<file path="src/common/status_defines.vh">
// constants shared by the master status block and its scenario bench
`ifndef STATUS_DEFINES_VH
`define STATUS_DEFINES_VH

// node address space: nodes 0 .. 126
`define NODE_COUNT        127
`define NODE_ID_W         7
`define NODE_CNT_W        8

// host controller mode codes
`define HOST_MODE_W       2
`define HOST_MODE_RUN     2'h1
`define HOST_MODE_PROGRAM 2'h0
`define HOST_MODE_FAULT   2'h2

// per-node event kinds
`define EVT_KIND_W        3
`define EVT_ONLINE        3'h0
`define EVT_OFFLINE       3'h1
`define EVT_XCHG_START    3'h2
`define EVT_XCHG_STOP     3'h3
`define EVT_ALARM_RAISE   3'h4
`define EVT_ALARM_UNLOAD  3'h5
`define EVT_DIAG_RAISE    3'h6
`define EVT_DIAG_UNLOAD   3'h7

// widths and reset values
`define SIG_W             32
`define SIG_RESET         32'h0000_0000
`define TIMEOUT_W         16
`define TIMEOUT_VALUE     16'h0000

`endif

</file>
<file path="src/hdl/node_counter.v">
// population count of a per-node bitmap
`timescale 1ns/1ps
`default_nettype none

module node_counter #(
   parameter NODES = 127,
   parameter CNT_W = 8
) (
   input  wire [NODES-1:0] map_i,
   output reg  [CNT_W-1:0] count_o
);

   integer k;

   // plain adder chain; count width covers all nodes
   always @* begin
      count_o = {CNT_W{1'b0}};
      for (k = 0; k < NODES; k = k + 1) begin
         count_o = count_o + {{(CNT_W-1){1'b0}}, map_i[k]};
      end
   end

endmodule // node_counter

`default_nettype wire

</file>
<file path="src/hdl/master_status_block.v">
// status word block presented by the fieldbus master to its host controller
// Summary of operation
// host run flag reads one while the host controller is in run mode
// host run flag reads zero in program or fault mode
// redundancy configured flag: one when redundancy enabled, zero standalone
// redundancy role flag: one while active role held, zero on standby
// signature value identifies the configuration currently executing
// count equals nodes online and exchanging data with the master
// online bitmap: bit n one while node n is present on the network
// exchange bitmap: bit n one only while node n online and exchanging
// alarm bitmap: bit n one while node n holds an alarm to unload
// diagnostics bitmap: bit n one while node n holds diagnostics to unload
// all bitmaps clear at reset; changeover timeout always reads zero
`include "status_defines.vh"
`timescale 1ns/1ps
`default_nettype none

module master_status_block #(
   parameter NODES = `NODE_COUNT,
   parameter ID_W  = `NODE_ID_W,
   parameter CNT_W = `NODE_CNT_W,
   parameter SIG_W = `SIG_W,
   parameter TO_W  = `TIMEOUT_W
) (
   input  wire                    clk_i,
   input  wire                    rstn_i,
   // host controller mode, from the host link logic
   input  wire [`HOST_MODE_W-1:0] host_mode_i,
   // redundancy configuration and role from the redundancy manager
   input  wire                    redundancy_enable_i,
   input  wire                    redundancy_role_i,
   // configuration signature load strobe
   input  wire                    config_sig_load_i,
   input  wire [SIG_W-1:0]        config_sig_i,
   // per-node events from the protocol engine
   input  wire                    node_evt_valid_i,
   input  wire [ID_W-1:0]         node_evt_id_i,
   input  wire [`EVT_KIND_W-1:0]  node_evt_kind_i,
   // status outputs
   output reg                     host_run_flag_o,
   output reg                     redundancy_configured_o,
   output reg                     redundancy_role_active_o,
   output reg  [SIG_W-1:0]        config_signature_o,
   output reg  [CNT_W-1:0]        exchanging_node_count_o,
   output reg  [TO_W-1:0]         changeover_timeout_o,
   output reg  [NODES-1:0]        node_online_map_o,
   output reg  [NODES-1:0]        node_exchange_map_o,
   output reg  [NODES-1:0]        node_alarm_map_o,
   output reg  [NODES-1:0]        node_diag_map_o
);

   // ------------------------------------------------------------
   // event decode
   // ------------------------------------------------------------

   // one-hot node select; out-of-range ids select nothing
   function [NODES-1:0] node_select;
      input [ID_W-1:0] id;
      input            valid;
      integer          j;
      begin
         node_select = {NODES{1'b0}};
         for (j = 0; j < NODES; j = j + 1) begin
            if (valid && (id == j[ID_W-1:0])) begin
               node_select[j] = 1'b1;
            end
         end
      end
   endfunction

   // kind match, used once per event type
   function kind_is;
      input [`EVT_KIND_W-1:0] kind;
      input [`EVT_KIND_W-1:0] want;
      begin
         kind_is = (kind == want);
      end
   endfunction

   wire [NODES-1:0] sel;
   wire             ev_online;
   wire             ev_offline;
   wire             ev_xstart;
   wire             ev_xstop;
   wire             ev_araise;
   wire             ev_aunload;
   wire             ev_draise;
   wire             ev_dunload;

   assign sel        = node_select(node_evt_id_i, node_evt_valid_i);
   assign ev_online  = kind_is(node_evt_kind_i, `EVT_ONLINE);
   assign ev_offline = kind_is(node_evt_kind_i, `EVT_OFFLINE);
   assign ev_xstart  = kind_is(node_evt_kind_i, `EVT_XCHG_START);
   assign ev_xstop   = kind_is(node_evt_kind_i, `EVT_XCHG_STOP);
   assign ev_araise  = kind_is(node_evt_kind_i, `EVT_ALARM_RAISE);
   assign ev_aunload = kind_is(node_evt_kind_i, `EVT_ALARM_UNLOAD);
   assign ev_draise  = kind_is(node_evt_kind_i, `EVT_DIAG_RAISE);
   assign ev_dunload = kind_is(node_evt_kind_i, `EVT_DIAG_UNLOAD);

   // ------------------------------------------------------------
   // per-node bitmaps
   // ------------------------------------------------------------

   wire [NODES-1:0] online_d;
   wire [NODES-1:0] exchange_d;
   wire [NODES-1:0] alarm_d;
   wire [NODES-1:0] diag_d;

   genvar n;
   generate
      for (n = 0; n < NODES; n = n + 1) begin : g_node
         // next state kept local so each vector bit has a single driver
         reg online_bit_d;
         reg exchange_bit_d;
         reg alarm_bit_d;
         reg diag_bit_d;
         always @* begin
            online_bit_d   = node_online_map_o[n];
            exchange_bit_d = node_exchange_map_o[n];
            alarm_bit_d    = node_alarm_map_o[n];
            diag_bit_d     = node_diag_map_o[n];
            if (sel[n]) begin
               if (ev_online) begin
                  online_bit_d = 1'b1;
               end
               if (ev_offline) begin
                  online_bit_d   = 1'b0;
                  // a lost node cannot keep exchanging
                  exchange_bit_d = 1'b0;
               end
               // start is ignored for a node not online
               if (ev_xstart && node_online_map_o[n]) begin
                  exchange_bit_d = 1'b1;
               end
               if (ev_xstop) begin
                  exchange_bit_d = 1'b0;
               end
               // pending items stay until unloaded, even offline
               if (ev_araise) begin
                  alarm_bit_d = 1'b1;
               end
               if (ev_aunload) begin
                  alarm_bit_d = 1'b0;
               end
               if (ev_draise) begin
                  diag_bit_d = 1'b1;
               end
               if (ev_dunload) begin
                  diag_bit_d = 1'b0;
               end
            end
         end
         assign online_d[n]   = online_bit_d;
         assign exchange_d[n] = exchange_bit_d;
         assign alarm_d[n]    = alarm_bit_d;
         assign diag_d[n]     = diag_bit_d;
      end
   endgenerate

   always @(posedge clk_i or negedge rstn_i) begin
      if (!rstn_i) begin
         node_online_map_o   <= {NODES{1'b0}};
         node_exchange_map_o <= {NODES{1'b0}};
         node_alarm_map_o    <= {NODES{1'b0}};
         node_diag_map_o     <= {NODES{1'b0}};
      end else begin
         node_online_map_o   <= online_d;
         node_exchange_map_o <= exchange_d;
         node_alarm_map_o    <= alarm_d;
         node_diag_map_o     <= diag_d;
      end
   end

   // ------------------------------------------------------------
   // exchanging node count
   // ------------------------------------------------------------

   wire [CNT_W-1:0] count_d;

   // counted from next map state so count and map move together
   node_counter #(
      .NODES (NODES),
      .CNT_W (CNT_W)
   ) i_node_counter (
      .map_i   (exchange_d),
      .count_o (count_d)
   );

   always @(posedge clk_i or negedge rstn_i) begin
      if (!rstn_i) begin
         exchanging_node_count_o <= {CNT_W{1'b0}};
      end else begin
         exchanging_node_count_o <= count_d;
      end
   end

   // ------------------------------------------------------------
   // controller, redundancy and configuration status
   // ------------------------------------------------------------

   always @(posedge clk_i or negedge rstn_i) begin
      if (!rstn_i) begin
         host_run_flag_o          <= 1'b0;
         redundancy_configured_o  <= 1'b0;
         redundancy_role_active_o <= 1'b0;
         config_signature_o       <= `SIG_RESET;
         changeover_timeout_o     <= `TIMEOUT_VALUE;
      end else begin
         // any code other than run, fault included, reads zero
         host_run_flag_o <= (host_mode_i == `HOST_MODE_RUN);
         redundancy_configured_o <= redundancy_enable_i;
         // standalone module has no role to hold
         redundancy_role_active_o <= redundancy_enable_i & redundancy_role_i;
         if (config_sig_load_i) begin
            config_signature_o <= config_sig_i;
         end
         // field carries no function
         changeover_timeout_o <= `TIMEOUT_VALUE;
      end
   end

endmodule // master_status_block

`default_nettype wire

</file>
<file path="config.mk">
export PLATFORM = sky130hd
export DESIGN_NAME = master_status_block
export DESIGN_NICKNAME = d
export VERILOG_FILES = /design/src/hdl/node_counter.v /design/src/hdl/master_status_block.v
export VERILOG_INCLUDE_DIRS = /design/src /design/src/common
export SDC_FILE = /design/constraint.sdc
export NUM_CORES = 1
export LEC_CHECK = 0
export BUFFER_PORTS_ARGS = -buffer_cell sky130_fd_sc_hd__buf_2
export CAP_MARGIN = 20
export CORE_UTILIZATION = 37
export CTS_CLUSTER_DIAMETER = 30
export DETAILED_ROUTE_END_ITERATION = 8
export PLACE_DENSITY = 0.65
export SLEW_MARGIN = 25
export SYNTH_ARGS = -nofsm -noshare
export SYNTH_HDL_FRONTEND = slang
export SYNTH_SLANG_ARGS = --single-unit
</file>
<file path="constraint.sdc">
create_clock -name clk_i -period 18.55 [get_ports clk_i]
set_input_delay 3.71 -clock clk_i [delete_from_list [all_inputs] [get_ports clk_i]]
set_output_delay 3.71 -clock clk_i [all_outputs]
set_load 0.02 [all_outputs]
</file>
### Word-level counts from Yosys, hierarchy flattened

Index checks and enable logic that the tools add are counted.
W data, S select, Z words.

| word-level totals | value |
|---|---|
| flip-flop bits (word level) | 551 |
| bits in latches | 0 |
| memory bits (writable) | 0 |
| bits in read-only memories | 0 |
| input bits | 50 |
| output and inout bits | 567 |
| word-level logic and storage cells | 1929 |
| memories | 0 |

| cells by class | value |
|---|---|
| add/sub/neg operators | 126 |
| $mul | 0 |
| div/mod/pow operators | 0 |
| magnitude comparators | 0 |
| equal/unequal tests | 134 |
| shift operators | 0 |
| multiplexer cells | 641 |
| bitwise operators | 1 |
| reductions and logical operators | 640 |

Operator list:

| kind | number |
|---|---|
| $add A8 B1 Y8 | 125 |
| $reduce_and A2 Y1 | 381 |
| $mux W1 | 641 |
| $eq A7 B7 Y1 const B | 63 |
| $logic_and A1 B1 Y1 | 254 |
| $eq A7 B6 Y1 const B | 32 |
| $eq A7 B5 Y1 const B | 16 |
| $eq A7 B4 Y1 const B | 8 |
| $eq A7 B3 Y1 const B | 4 |
| $eq A7 B2 Y1 const B | 2 |
| $eq A3 B3 Y1 const B | 4 |
| $eq A7 B1 Y1 const B | 1 |
| $logic_not A7 Y1 | 1 |
| $eq A3 B2 Y1 const B | 2 |
| $reduce_bool A2 Y1 | 3 |
| $eq A3 B1 Y1 const B | 1 |
| $logic_not A3 Y1 | 1 |
| $add A1 B1 Y2 | 1 |
| $eq A2 B1 Y1 const B | 1 |
| $and A1 B1 Y1 | 1 |

### Depth between registers and ports, before layout

Gate-level depths: netlist (run 1).

| depth | value |
|---|---|
| word-level depth | 131 |
| mapped depth | 29 |

### By module

From an unflattened synthesis (run 1), not the netlist that was laid out.

| unflattened totals | value |
|---|---|
| cell total of the unflattened synthesis | 2411 |
| area, all modules | 28417.3 um2 |

By module, submodules not included:

| module | instances | cells an instance | area each (um2) | sequential area each (um2) |
|---|---|---|---|---|
| master_status_block | 1 | 2089 | 25051.5 | 13788.2 |
| node_counter | 1 | 322 | 3365.7 | 0.0 |

### Worst setup path before layout (run 1)

OpenSTA, ideal clock, no wires.

| timing | value |
|---|---|
| kind | input -> register |
| start point | in node_evt_id_i[6] |
| end point | reg exchanging_node_count_o[6] |
| arrival time | 11.534 ns |
| path slack | 6.936 ns |
| cell stages on the path | 27 |
| cell sequence | buf_4 -> or4_1 -> buf_4 -> nor2_4 -> nand2_1 -> a32o_1 -> ha_1 -> inv_1 -> fa_1 -> fa_1 -> inv_1 -> fa_1 -> fa_1 -> fa_1 -> fa_1 -> fa_1 -> fa_1 -> inv_1 -> fa_1 -> inv_1 -> fa_1 -> ha_1 -> fa_1 -> a211oi_1 -> o21bai_1 -> a21oi_1 -> xnor2_1 |

| between the ends | value |
|---|---|
| cells in the longest elaborated chain, start to end | 130 |
| elaborated cells on any way between the ends | 634 |

Ends and longest elaborated chain:

| item | RTL line | RTL |
|---|---|---|
| from (decl) | master_status_block.v:37 | `input wire [ID_W-1:0] node_evt_id_i,` |
| $logic_not A7 Y1 | master_status_block.v:64 | `if (valid && (id == j[ID_W-1:0])) begin` |
| $logic_and A1 B1 Y1 | master_status_block.v:64 |  |
| $mux W1 | master_status_block.v:64 |  |
| $mux W1 | master_status_block.v:122 | `if (sel[n]) begin` |
| net g_node[0].exchange_bit_d | master_status_block.v:114 | `reg exchange_bit_d;` |
| $add A1 B1 Y2 | node_counter.v:19 | `count_o = count_o + {{(CNT_W-1){1'b0}}, map_i[k]};` |
| $add A8 B1 Y8 (125 in a row) | node_counter.v:19 |  |
| net count_d[6] | master_status_block.v:178 | `wire [CNT_W-1:0] count_d;` |
| to (signal assigned) | master_status_block.v:191 | `exchanging_node_count_o <= {CNT_W{1'b0}};` |
| to (signal assigned) | master_status_block.v:193 | `exchanging_node_count_o <= count_d;` |
| to (decl) | master_status_block.v:44 | `output reg [CNT_W-1:0] exchanging_node_count_o,` |

The timed path passes the listed nets, and every way through them passes these cells.
A chain may end at the register's enable or synchronous reset.

### Worst setup path in the final report (run 1)

| timing | value |
|---|---|
| start point | in node_evt_kind_i[0] |
| end point | reg exchanging_node_count_o[6] |

| between the ends | value |
|---|---|
| cells in the longest elaborated chain, start to end | 131 |
| elaborated cells on any way between the ends | 764 |

Ends and longest elaborated chain:

| item | RTL line | RTL |
|---|---|---|
| from (decl) | master_status_block.v:38 | `` input wire [`EVT_KIND_W-1:0] node_evt_kind_i, `` |
| $eq A3 B1 Y1 or $eq A3 B2 Y1 (tied branches) | master_status_block.v:76 | `kind_is = (kind == want);` |
| $mux W1 or $logic_and A1 B1 Y1 (tied branches) | master_status_block.v:126, master_status_block.v:132 |  |
| $mux W1 | master_status_block.v:132 | `if (ev_xstart && node_online_map_o[n]) begin` |
| $mux W1 * | master_status_block.v:135 | `if (ev_xstop) begin` |
| $mux W1 * | master_status_block.v:122 |  |
| net g_node[1].exchange_bit_d | master_status_block.v:114 |  |
| $add A1 B1 Y2 * | node_counter.v:19 |  |
| $add A8 B1 Y8 * (125 in a row) | node_counter.v:19 |  |
| net count_d[6] | master_status_block.v:178 |  |

Mark *: on every way through the listed nets, which the timed path passes. The rest lies on a longest branch.

==> flow_results.xml, run 1 <==
<?xml version="1.0" encoding="UTF-8"?>
<metrics>
  <group name="synth">
    <metric name="synth.area.top_cells" unit="">dfrtp_1 51%, a21oi_1 10%, fa_1 8.4%, a32o_1 4.7%, mux2i_1 2.6%</metric>
    <metric name="synthesis.yosys.warnings" unit="">0</metric>
    <metric name="netlist.top_cell.by_area" unit="">dfrtp_1</metric>
    <metric name="yosys_register_bits" unit="">551</metric>
    <metric name="synth-async-reset-ratio" unit="%">100.0</metric>
    <metric name="number_of_enable_type_register_cells_in_the_synthesized_netlist" unit="">0</metric>
    <metric name="mappedNetlistArea" unit="um^2">27050</metric>
    <metric name="synthesis.area_per_instance" unit="um^2">11.01</metric>
    <metric name="synth_top_area_share" unit="%">50.97</metric>
    <metric name="post-synth-top-count-cell" unit="">dfrtp_1</metric>
    <metric name="synthesis.instances" unit="">2458</metric>
    <metric name="synth.lib_cells_used.distinct" unit="">61</metric>
    <metric name="synth_flop_cell" unit="">dfrtp_1</metric>
    <metric name="netlist_top_cells_count" unit="">551 x dfrtp_1, 550 x a21oi_1, 182 x nand2_1</metric>
    <metric name="synth_sequential_area_ratio" unit="%">50.97</metric>
  </group>
  <group name="pwr">
    <metric name="p_seq_share" unit="%">31.0</metric>
    <metric name="cell_area_power_density" unit="nW/um^2">115.7</metric>
    <metric name="power.switching" unit="uW">1069</metric>
    <metric name="swShare" unit="%">26.01</metric>
    <metric name="int_power" unit="uW">3040</metric>
    <metric name="comb_power_share" unit="%">8.6</metric>
    <metric name="pwr-share-clk" unit="%">60.4</metric>
    <metric name="power.ir.vdd_worst" unit="uV">79.76</metric>
    <metric name="leakage" unit="uW">0.01756</metric>
  </group>
  <group name="min_path">
    <metric name="min_to" unit="">config_signature_o[31]$_DFFE_PN0P_</metric>
    <metric name="worst_hold_startpoint" unit="">config_signature_o[31]$_DFFE_PN0P_</metric>
    <metric name="hold_path.class" unit="">register to register</metric>
    <metric name="min_path_cells" unit="">1</metric>
  </group>
  <group name="routing">
    <metric name="finalWirelength" unit="um">114700</metric>
    <metric name="dr_total_vias" unit="">23510</metric>
    <metric name="routed_wire_length_per_instance" unit="um">27.83</metric>
    <metric name="first_pass_iters" unit="">6</metric>
    <metric name="antenna_left" unit="">0</metric>
    <metric name="vias_per_cell" unit="">5.701</metric>
    <metric name="drc" unit="">0</metric>
    <metric name="drtIter0Drc" unit="">2421</metric>
  </group>
  <group name="setup_path">
    <metric name="most_repeated_library_cell_on_the_critical_path" unit="">fa_1</metric>
    <metric name="cp.arrival" unit="ns">13.04</metric>
    <metric name="r2r_start" unit="">node_online_map_o[1]$_DFFE_PN0P_</metric>
    <metric name="crit_buf_inv" unit="">6</metric>
    <metric name="timing.critical_path.required" unit="ns">19.20</metric>
    <metric name="timing_worst_setup_path_type" unit="">input pin to register</metric>
    <metric name="crit_slowest_cell" unit="">nor2b_4</metric>
    <metric name="worst-r2r-setup-slack" unit="ns">10.87</metric>
    <metric name="critical_path.max_fanout" unit="">64</metric>
    <metric name="worst_setup_path_end_kind" unit="">register</metric>
    <metric name="worst_path_dominant_cell_family" unit="">adder cells</metric>
    <metric name="worst_r2r_path_depth" unit="">22</metric>
    <metric name="delay_of_the_slowest_cell_on_the_worst_path" unit="ns">0.78</metric>
    <metric name="capture_instance_of_the_worst_register_to_register_path" unit="">exchanging_node_count_o[6]$_DFF_PN0_</metric>
    <metric name="worstSetupStartpointType" unit="">input pin</metric>
  </group>
  <group name="cells_and_area">
    <metric name="area_growth" unit="%">31.30</metric>
    <metric name="final_cell_area" unit="um^2">35520</metric>
    <metric name="post_layout_nonfiller_instances" unit="">4123</metric>
    <metric name="fin_util" unit="%">49.43</metric>
    <metric name="post_route_cells_drive_above_1_share" unit="%">31.92</metric>
    <metric name="layout.nets" unit="">3245</metric>
    <metric name="fillerInstances" unit="">6619</metric>
  </group>
  <group name="cts">
    <metric name="cts_repair_resize_count" unit="">0</metric>
    <metric name="clockRootBuffer" unit="">clkbuf_16</metric>
    <metric name="post_cts.repair.setup_buffers" unit="">0</metric>
    <metric name="clock_pin_slew_worst_setup_and_hold_paths" unit="ns">0.05</metric>
    <metric name="cts_buffer_depth" unit="">3</metric>
    <metric name="ctsHoldBuffers" unit="">0</metric>
    <metric name="tritoncts" unit="">done</metric>
    <metric name="clock_sink_count" unit="">551</metric>
    <metric name="cts_inserted_buffers" unit="">141</metric>
    <metric name="h-tree-depth" unit="">4</metric>
    <metric name="worst_skew_pair.late_latency" unit="ns">0.73</metric>
  </group>
  <group name="global_routing">
    <metric name="grt_pass1_vias" unit="">22440</metric>
    <metric name="global_route.overflow_total" unit="">0</metric>
    <metric name="grt_util_met3" unit="%">9.900</metric>
    <metric name="global_route.peak_usage_layer" unit="">met2</metric>
    <metric name="antenna_violations_before_repair" unit="">6</metric>
    <metric name="grtUsageMet1" unit="%">39.69</metric>
    <metric name="grt_first_pass_wirelength" unit="um">163600</metric>
    <metric name="globalRouteTotalUtil" unit="%">30.56</metric>
    <metric name="grt_max_degree" unit="">112</metric>
    <metric name="met2_usage" unit="%">46.14</metric>
  </group>
  <group name="die">
    <metric name="placeable_core_region" unit="um^2">71850</metric>
    <metric name="rows" unit="">98</metric>
    <metric name="die_h" unit="um">272.4</metric>
    <metric name="start_util" unit="%">37.65</metric>
    <metric name="die_w" unit="um">272.4</metric>
    <metric name="design.portCount" unit="">617</metric>
    <metric name="dieArea" unit="um^2">74200</metric>
  </group>
  <group name="run">
    <metric name="drv_cap" unit="">0</metric>
  </group>
  <group name="timing">
    <metric name="slew_headroom" unit="%">24.22</metric>
    <metric name="worst_clock_skew" unit="ns">0.03540</metric>
    <metric name="tightest_slew" unit="ns">1.131</metric>
    <metric name="post-route-period-util" unit="%">66.80</metric>
    <metric name="final_hold_violating_endpoints" unit="">0</metric>
    <metric name="finalSetupViolCount" unit="">0</metric>
    <metric name="finalSetupTns" unit="ns">0</metric>
    <metric name="finalWorstPathRequiredPeriod" unit="ns">12.39</metric>
    <metric name="clock.fmax" unit="MHz">80.70</metric>
    <metric name="unrepaired_setup_endpoints_after_global_routing" unit="">false</metric>
    <metric name="final-max-slew-violation-count" unit="">0</metric>
  </group>
  <group name="place">
    <metric name="post_dp_cell_area" unit="um^2">30620</metric>
    <metric name="placement.io_buffers" unit="">600</metric>
    <metric name="gp_congestion" unit="">0.9242</metric>
    <metric name="placed_cells_incl_taps" unit="">3859</metric>
    <metric name="detailed_place_hpwl" unit="um">83210</metric>
  </group>
  <group name="run_status">
    <metric name="status" unit="">completed</metric>
  </group>
</metrics>
==> state kept, by name, summed over array words and instances (netlist names) <==
signal and flops:
redundancy_configured_o 1, exchanging_node_count_o 8, node_exchange_map_o 127, node_online_map_o 127
node_diag_map_o 127, host_run_flag_o 1, config_signature_o 32, node_alarm_map_o 127
redundancy_role_active_o 1
==> power by group through the flow <==
stage          Combinational, uW  Clock, uW  Sequential [uW]
2_1_floorplan                160          0             1330
3_3_place_gp                 349          0             1290
3_5_place_dp                 350          0             1290
4_1_cts                      354       2510             1270
5_1_grt                      379       2570             1280
6_report                     354       2480             1270
==> metrics by stage <==
stage / hold slack [ns] / worst slack, ns / power (uW)
global placement: 0.4844 / 5.515 / 1639
global route: 0.5094 / 5.831 / 4230
CTS: 0.5006 / 6.251 / 4134
detailed placement: 0.4909 / 5.533 / 1641
floorplan: 0.5959 / 6.936 / 1492
finish: 0.4996 / 6.158 / 4109
==> worst max path at each step <==
stage	from	slack, ns	endpoint	depth (start not counted)
4_1_cts	node_evt_kind_i[0]	6.25	exchanging_node_count_o[6]$_DFF_PN0_	26
3_3_place_gp	node_evt_kind_i[0]	5.51	exchanging_node_count_o[6]$_DFF_PN0_	26
5_1_grt	node_evt_kind_i[0]	5.83	exchanging_node_count_o[6]$_DFF_PN0_	26
3_5_place_dp	node_evt_kind_i[0]	5.53	exchanging_node_count_o[6]$_DFF_PN0_	26
6_report	node_evt_kind_i[0]	6.16	exchanging_node_count_o[6]$_DFF_PN0_	26
2_1_floorplan	node_evt_id_i[6]	6.94	exchanging_node_count_o[6]$_DFF_PN0_	27
==> area by class of cell <==
| class | count | area, um^2 | area share (%) |
|---|---|---|---|
| Antenna cell | 3 | 7.507 | 0.02114 |
| Clock buffer | 182 | 3864 | 10.88 |
| Clock inverter | 77 | 972.2 | 2.737 |
| Inverter | 172 | 645.6 | 1.818 |
| Multi-Input combinational cell | 1559 | 11790 | 33.18 |
| Sequential cell | 551 | 13790 | 38.82 |
| Tap cell | 950 | 1189 | 3.346 |
| Timing Repair Buffer | 629 | 3268 | 9.201 |
==> cell families (layout without fill, tap and decap cells) <==
kind of cell               count (synthesis)  after routing  synth area share (%)
xor gates and xnor gates                   5              5                0.1619
adders and majority gates                141            141                 9.685
buffers and inverters                    363           1060                 5.823
AOI/OAI and AO/OA                        805            805                 18.46
other                                      1             19               0.01386
DFF                                      551            551                 50.97
and+or+nand+nor                          491            491                 11.00
muxes                                    101            101                 3.885
==> metal layers <==
metal | up-vias | routed length, um
li1 | 10040 | -
met1 | 11870 | 45240
met2 | 1315 | 52220
met3 | 277 | 11790
met4 | 4 | 5481
met5 | - | 18
==> worst register-to-register path: cells and delay by family (launching register included) <==
family,cells,cell delay (ns)
AOI/OAI and AO/OA,4,0.82
DFF,1,0.42
xor gates and xnor gates,1,0.13
buffers and inverters,4,0.25
adders and majority gates,13,6.01
==> cell usage in the layout (no fill, tap or decap), types with 25 or more instances in the layout <==
cell / count
dfrtp_1: 551
clkbuf_16: 142
buf_2: 598
buf_4: 25
a31oi_1: 34
ha_1: 27
nor2_1: 98
mux2i_1: 69
nor3_2: 34
a32oi_1: 58
a32o_1: 126
clkinv_2: 29
inv_1: 172
fa_1: 114
nor2_4: 25
nand2_1: 182
a21oi_1: 550
mux2_2: 32
No activity file was read; power rests on OpenSTA's default activity.
==> inputs of run 2 (changes only) <==
- PLACE_DENSITY: 0.65 -> 0.68
- clock period: 18.55 -> 10.3 ns (I/O delays scaled with it)
==> run 2 against run 1 <==
Count of clock-buffer cells in the layout is 4 lower. Final cell count is 3.8% higher. Largest cell class unchanged. Sequential cell count stayed put. Global-route usage is 0.57 points higher. Cell area is 4.0% higher. Wire length is 1.8% higher. Setup slack worse by 5.6 ns.
==> flow_results.xml, run 2 (synthesized netlist as in run 1, its figures left out) <==
<?xml version="1.0" encoding="UTF-8"?>
<metrics>
  <group name="global_routing">
    <metric name="antenna_violations_before_repair" unit="">9</metric>
    <metric name="globalRouteTotalUtil" unit="%">31.14</metric>
    <metric name="grt_max_degree" unit="">153</metric>
    <metric name="grt_pass1_vias" unit="">23540</metric>
    <metric name="grt_first_pass_wirelength" unit="um">167800</metric>
    <metric name="global_route.overflow_total" unit="">0</metric>
  </group>
  <group name="die">
    <metric name="die_h" unit="um">272.4</metric>
    <metric name="placeable_core_region" unit="um^2">71850</metric>
    <metric name="start_util" unit="%">37.65</metric>
    <metric name="die_w" unit="um">272.4</metric>
    <metric name="rows" unit="">98</metric>
    <metric name="design.portCount" unit="">617</metric>
    <metric name="dieArea" unit="um^2">74200</metric>
  </group>
  <group name="setup_path">
    <metric name="critical_path.max_fanout" unit="">23</metric>
    <metric name="cp.arrival" unit="ns">10.33</metric>
    <metric name="setup.worst_path.start" unit="">node_evt_id_i[4]</metric>
    <metric name="critPathCapture" unit="">exchanging_node_count_o[6]$_DFF_PN0_</metric>
    <metric name="r2r_start" unit="">node_online_map_o[0]$_DFFE_PN0P_</metric>
    <metric name="worst_r2r_path_depth" unit="">22</metric>
    <metric name="worst_setup_path_end_kind" unit="">register</metric>
    <metric name="capture_instance_of_the_worst_register_to_register_path" unit="">exchanging_node_count_o[6]$_DFF_PN0_</metric>
    <metric name="timing.critical_path.required" unit="ns">10.92</metric>
    <metric name="timing_worst_setup_path_type" unit="">input pin to register</metric>
    <metric name="worstSetupStartpointType" unit="">input pin</metric>
    <metric name="worst-r2r-setup-slack" unit="ns">2.60</metric>
  </group>
  <group name="cts">
    <metric name="post_cts.repair.setup_buffers" unit="">0</metric>
    <metric name="cts_repair_resize_count" unit="">0</metric>
    <metric name="clock_pin_slew_worst_setup_and_hold_paths" unit="ns">0.04</metric>
    <metric name="tritoncts" unit="">done</metric>
    <metric name="h-tree-depth" unit="">4</metric>
    <metric name="clock_sink_count" unit="">551</metric>
    <metric name="worst_skew_pair.late_latency" unit="ns">0.72</metric>
    <metric name="ctsHoldBuffers" unit="">0</metric>
    <metric name="clockRootBuffer" unit="">clkbuf_16</metric>
    <metric name="cts_inserted_buffers" unit="">133</metric>
    <metric name="cts_buffer_depth" unit="">3</metric>
  </group>
  <group name="place">
    <metric name="placed_cells_incl_taps" unit="">4032</metric>
    <metric name="detailed_place_hpwl" unit="um">86910</metric>
    <metric name="gp_congestion" unit="">0.9946</metric>
    <metric name="placement.io_buffers" unit="">600</metric>
  </group>
  <group name="timing">
    <metric name="finalSetupTns" unit="ns">0</metric>
    <metric name="finalWorstPathRequiredPeriod" unit="ns">9.709</metric>
    <metric name="post-route-period-util" unit="%">94.26</metric>
    <metric name="final_hold_violating_endpoints" unit="">0</metric>
    <metric name="worst_clock_skew" unit="ns">0.01902</metric>
    <metric name="finalSetupViolCount" unit="">0</metric>
    <metric name="unrepaired_setup_endpoints_after_global_routing" unit="">false</metric>
    <metric name="final-max-slew-violation-count" unit="">0</metric>
    <metric name="slew_headroom" unit="%">31.15</metric>
    <metric name="tightest_slew" unit="ns">1.033</metric>
    <metric name="clock.fmax" unit="MHz">103.0</metric>
  </group>
  <group name="pwr">
    <metric name="cell_area_power_density" unit="nW/um^2">200.5</metric>
    <metric name="swShare" unit="%">25.49</metric>
    <metric name="power.switching" unit="uW">1888</metric>
    <metric name="pwr-share-clk" unit="%">60.0</metric>
    <metric name="leakage" unit="uW">0.01847</metric>
    <metric name="p_seq_share" unit="%">31.0</metric>
    <metric name="power.ir.vdd_worst" unit="uV">129.9</metric>
    <metric name="int_power" unit="uW">5518</metric>
    <metric name="comb_power_share" unit="%">9.1</metric>
  </group>
  <group name="routing">
    <metric name="drc" unit="">0</metric>
    <metric name="dr_total_vias" unit="">24440</metric>
    <metric name="antenna_left" unit="">0</metric>
    <metric name="vias_per_cell" unit="">5.710</metric>
    <metric name="first_pass_iters" unit="">6</metric>
    <metric name="drtIter0Drc" unit="">2541</metric>
    <metric name="routed_wire_length_per_instance" unit="um">27.28</metric>
    <metric name="finalWirelength" unit="um">116800</metric>
  </group>
  <group name="min_path">
    <metric name="min_path_cells" unit="">1</metric>
    <metric name="worst_hold_startpoint" unit="">config_signature_o[8]$_DFFE_PN0P_</metric>
    <metric name="hold_path.class" unit="">register to register</metric>
  </group>
  <group name="run">
    <metric name="drv_cap" unit="">0</metric>
  </group>
  <group name="run_status">
    <metric name="status" unit="">completed</metric>
  </group>
  <group name="cells_and_area">
    <metric name="post_route_cells_drive_above_1_share" unit="%">35.43</metric>
    <metric name="post_layout_nonfiller_instances" unit="">4281</metric>
    <metric name="layout.nets" unit="">3410</metric>
    <metric name="fillerInstances" unit="">6424</metric>
    <metric name="area_growth" unit="%">36.52</metric>
    <metric name="mostFrequentLayoutCell" unit="">buf_2</metric>
    <metric name="final_cell_mix" unit="">598 x buf_2, 551 x dfrtp_1, 550 x a21oi_1</metric>
  </group>
</metrics>
run 2: changes by cell type in the layout (fill, tap and decap cells not counted), moves of 3 or more:
cell       before  now
clkbuf_16     142  136
buf_12          0   12
clkinv_2       29   23
inv_6          10    3
clkbuf_1       24   14
buf_4          25  188
clkbuf_8       16   28
diode_2         3    6
inv_16          1    4
clkinv_8        6    3
run 2: metrics by stage:
step                util (%)  hold WS [ns]  setup WS (ns)  area [um^2]  power [uW]
floorplan                  -        0.5959         0.3361        27110        2688
detailed placement     44.65        0.4894        0.02504        32080        2985
CTS                    51.31        0.4991         0.6715        36870        7434
finish                 51.40        0.4967         0.5910        36930        7406
global route           51.38        0.5098         0.3984        36920        7622
global placement       44.63        0.4835        0.03386        32070        2981
run 2: worst min-delay path by stage:
stage	endpoint	slack, ns
final	config_signature_o[8]$_DFFE_PN0P_	0.50
after global routing	config_signature_o[6]$_DFFE_PN0P_	0.51
after CTS	config_signature_o[10]$_DFFE_PN0P_	0.50
after detailed placement	config_signature_o[10]$_DFFE_PN0P_	0.49
after global placement	config_signature_o[11]$_DFFE_PN0P_	0.48
after floorplan	node_online_map_o[23]$_DFFE_PN0P_	0.60
run 2: metal layers:
metal / up-vias / GRT usage, % / share of wire (%)
met4: 4 / 15.64 / 5.2
met1: 12370 / 39.70 / 39
met5: - / 0 / 0.020
met3: 313 / 10.51 / 11
met2: 1431 / 47.10 / 46
li1: 10330 / - / -
run 2: worst max-delay path: stages:
cell and delay, ns:
buf_2 0.13, buf_12 0.16, buf_4 0.19, nand4bb_1 0.38, buf_4 0.30, nor2_4 0.22
nand2_1 0.14, a32oi_1 0.29, fa_1 0.46, inv_1 0.11, fa_1 0.44, fa_1 0.55
fa_1 0.45, fa_1 0.49, fa_1 0.56, fa_1 0.47, fa_1 0.54, inv_1 0.05
fa_1 0.47, inv_1 0.07, fa_1 0.48, ha_1 0.22, fa_1 0.39, a211oi_1 0.26
o21bai_1 0.11, a21oi_1 0.17, xnor2_1 0.13
run 2: area by class of cell:
class	instances	area, um^2	area share [%]
Clock buffer	178	3841	10.40
Antenna cell	6	15.01	0.04065
Sequential cell	551	13790	37.33
Clock inverter	63	949.7	2.571
Tap cell	950	1189	3.218
Inverter	172	645.6	1.748
Multi-Input combinational cell	1559	11790	31.93
Timing Repair Buffer	802	4710	12.75
run 2: power by group through the flow:
stage | Combinational (uW) | Sequential [uW] | Clock [uW]
floorplan | 288 | 2400 | 0
global placement | 658 | 2320 | 0
detailed placement | 662 | 2320 | 0
CTS | 670 | 2290 | 4470
global route | 723 | 2300 | 4600
finish | 671 | 2290 | 4440
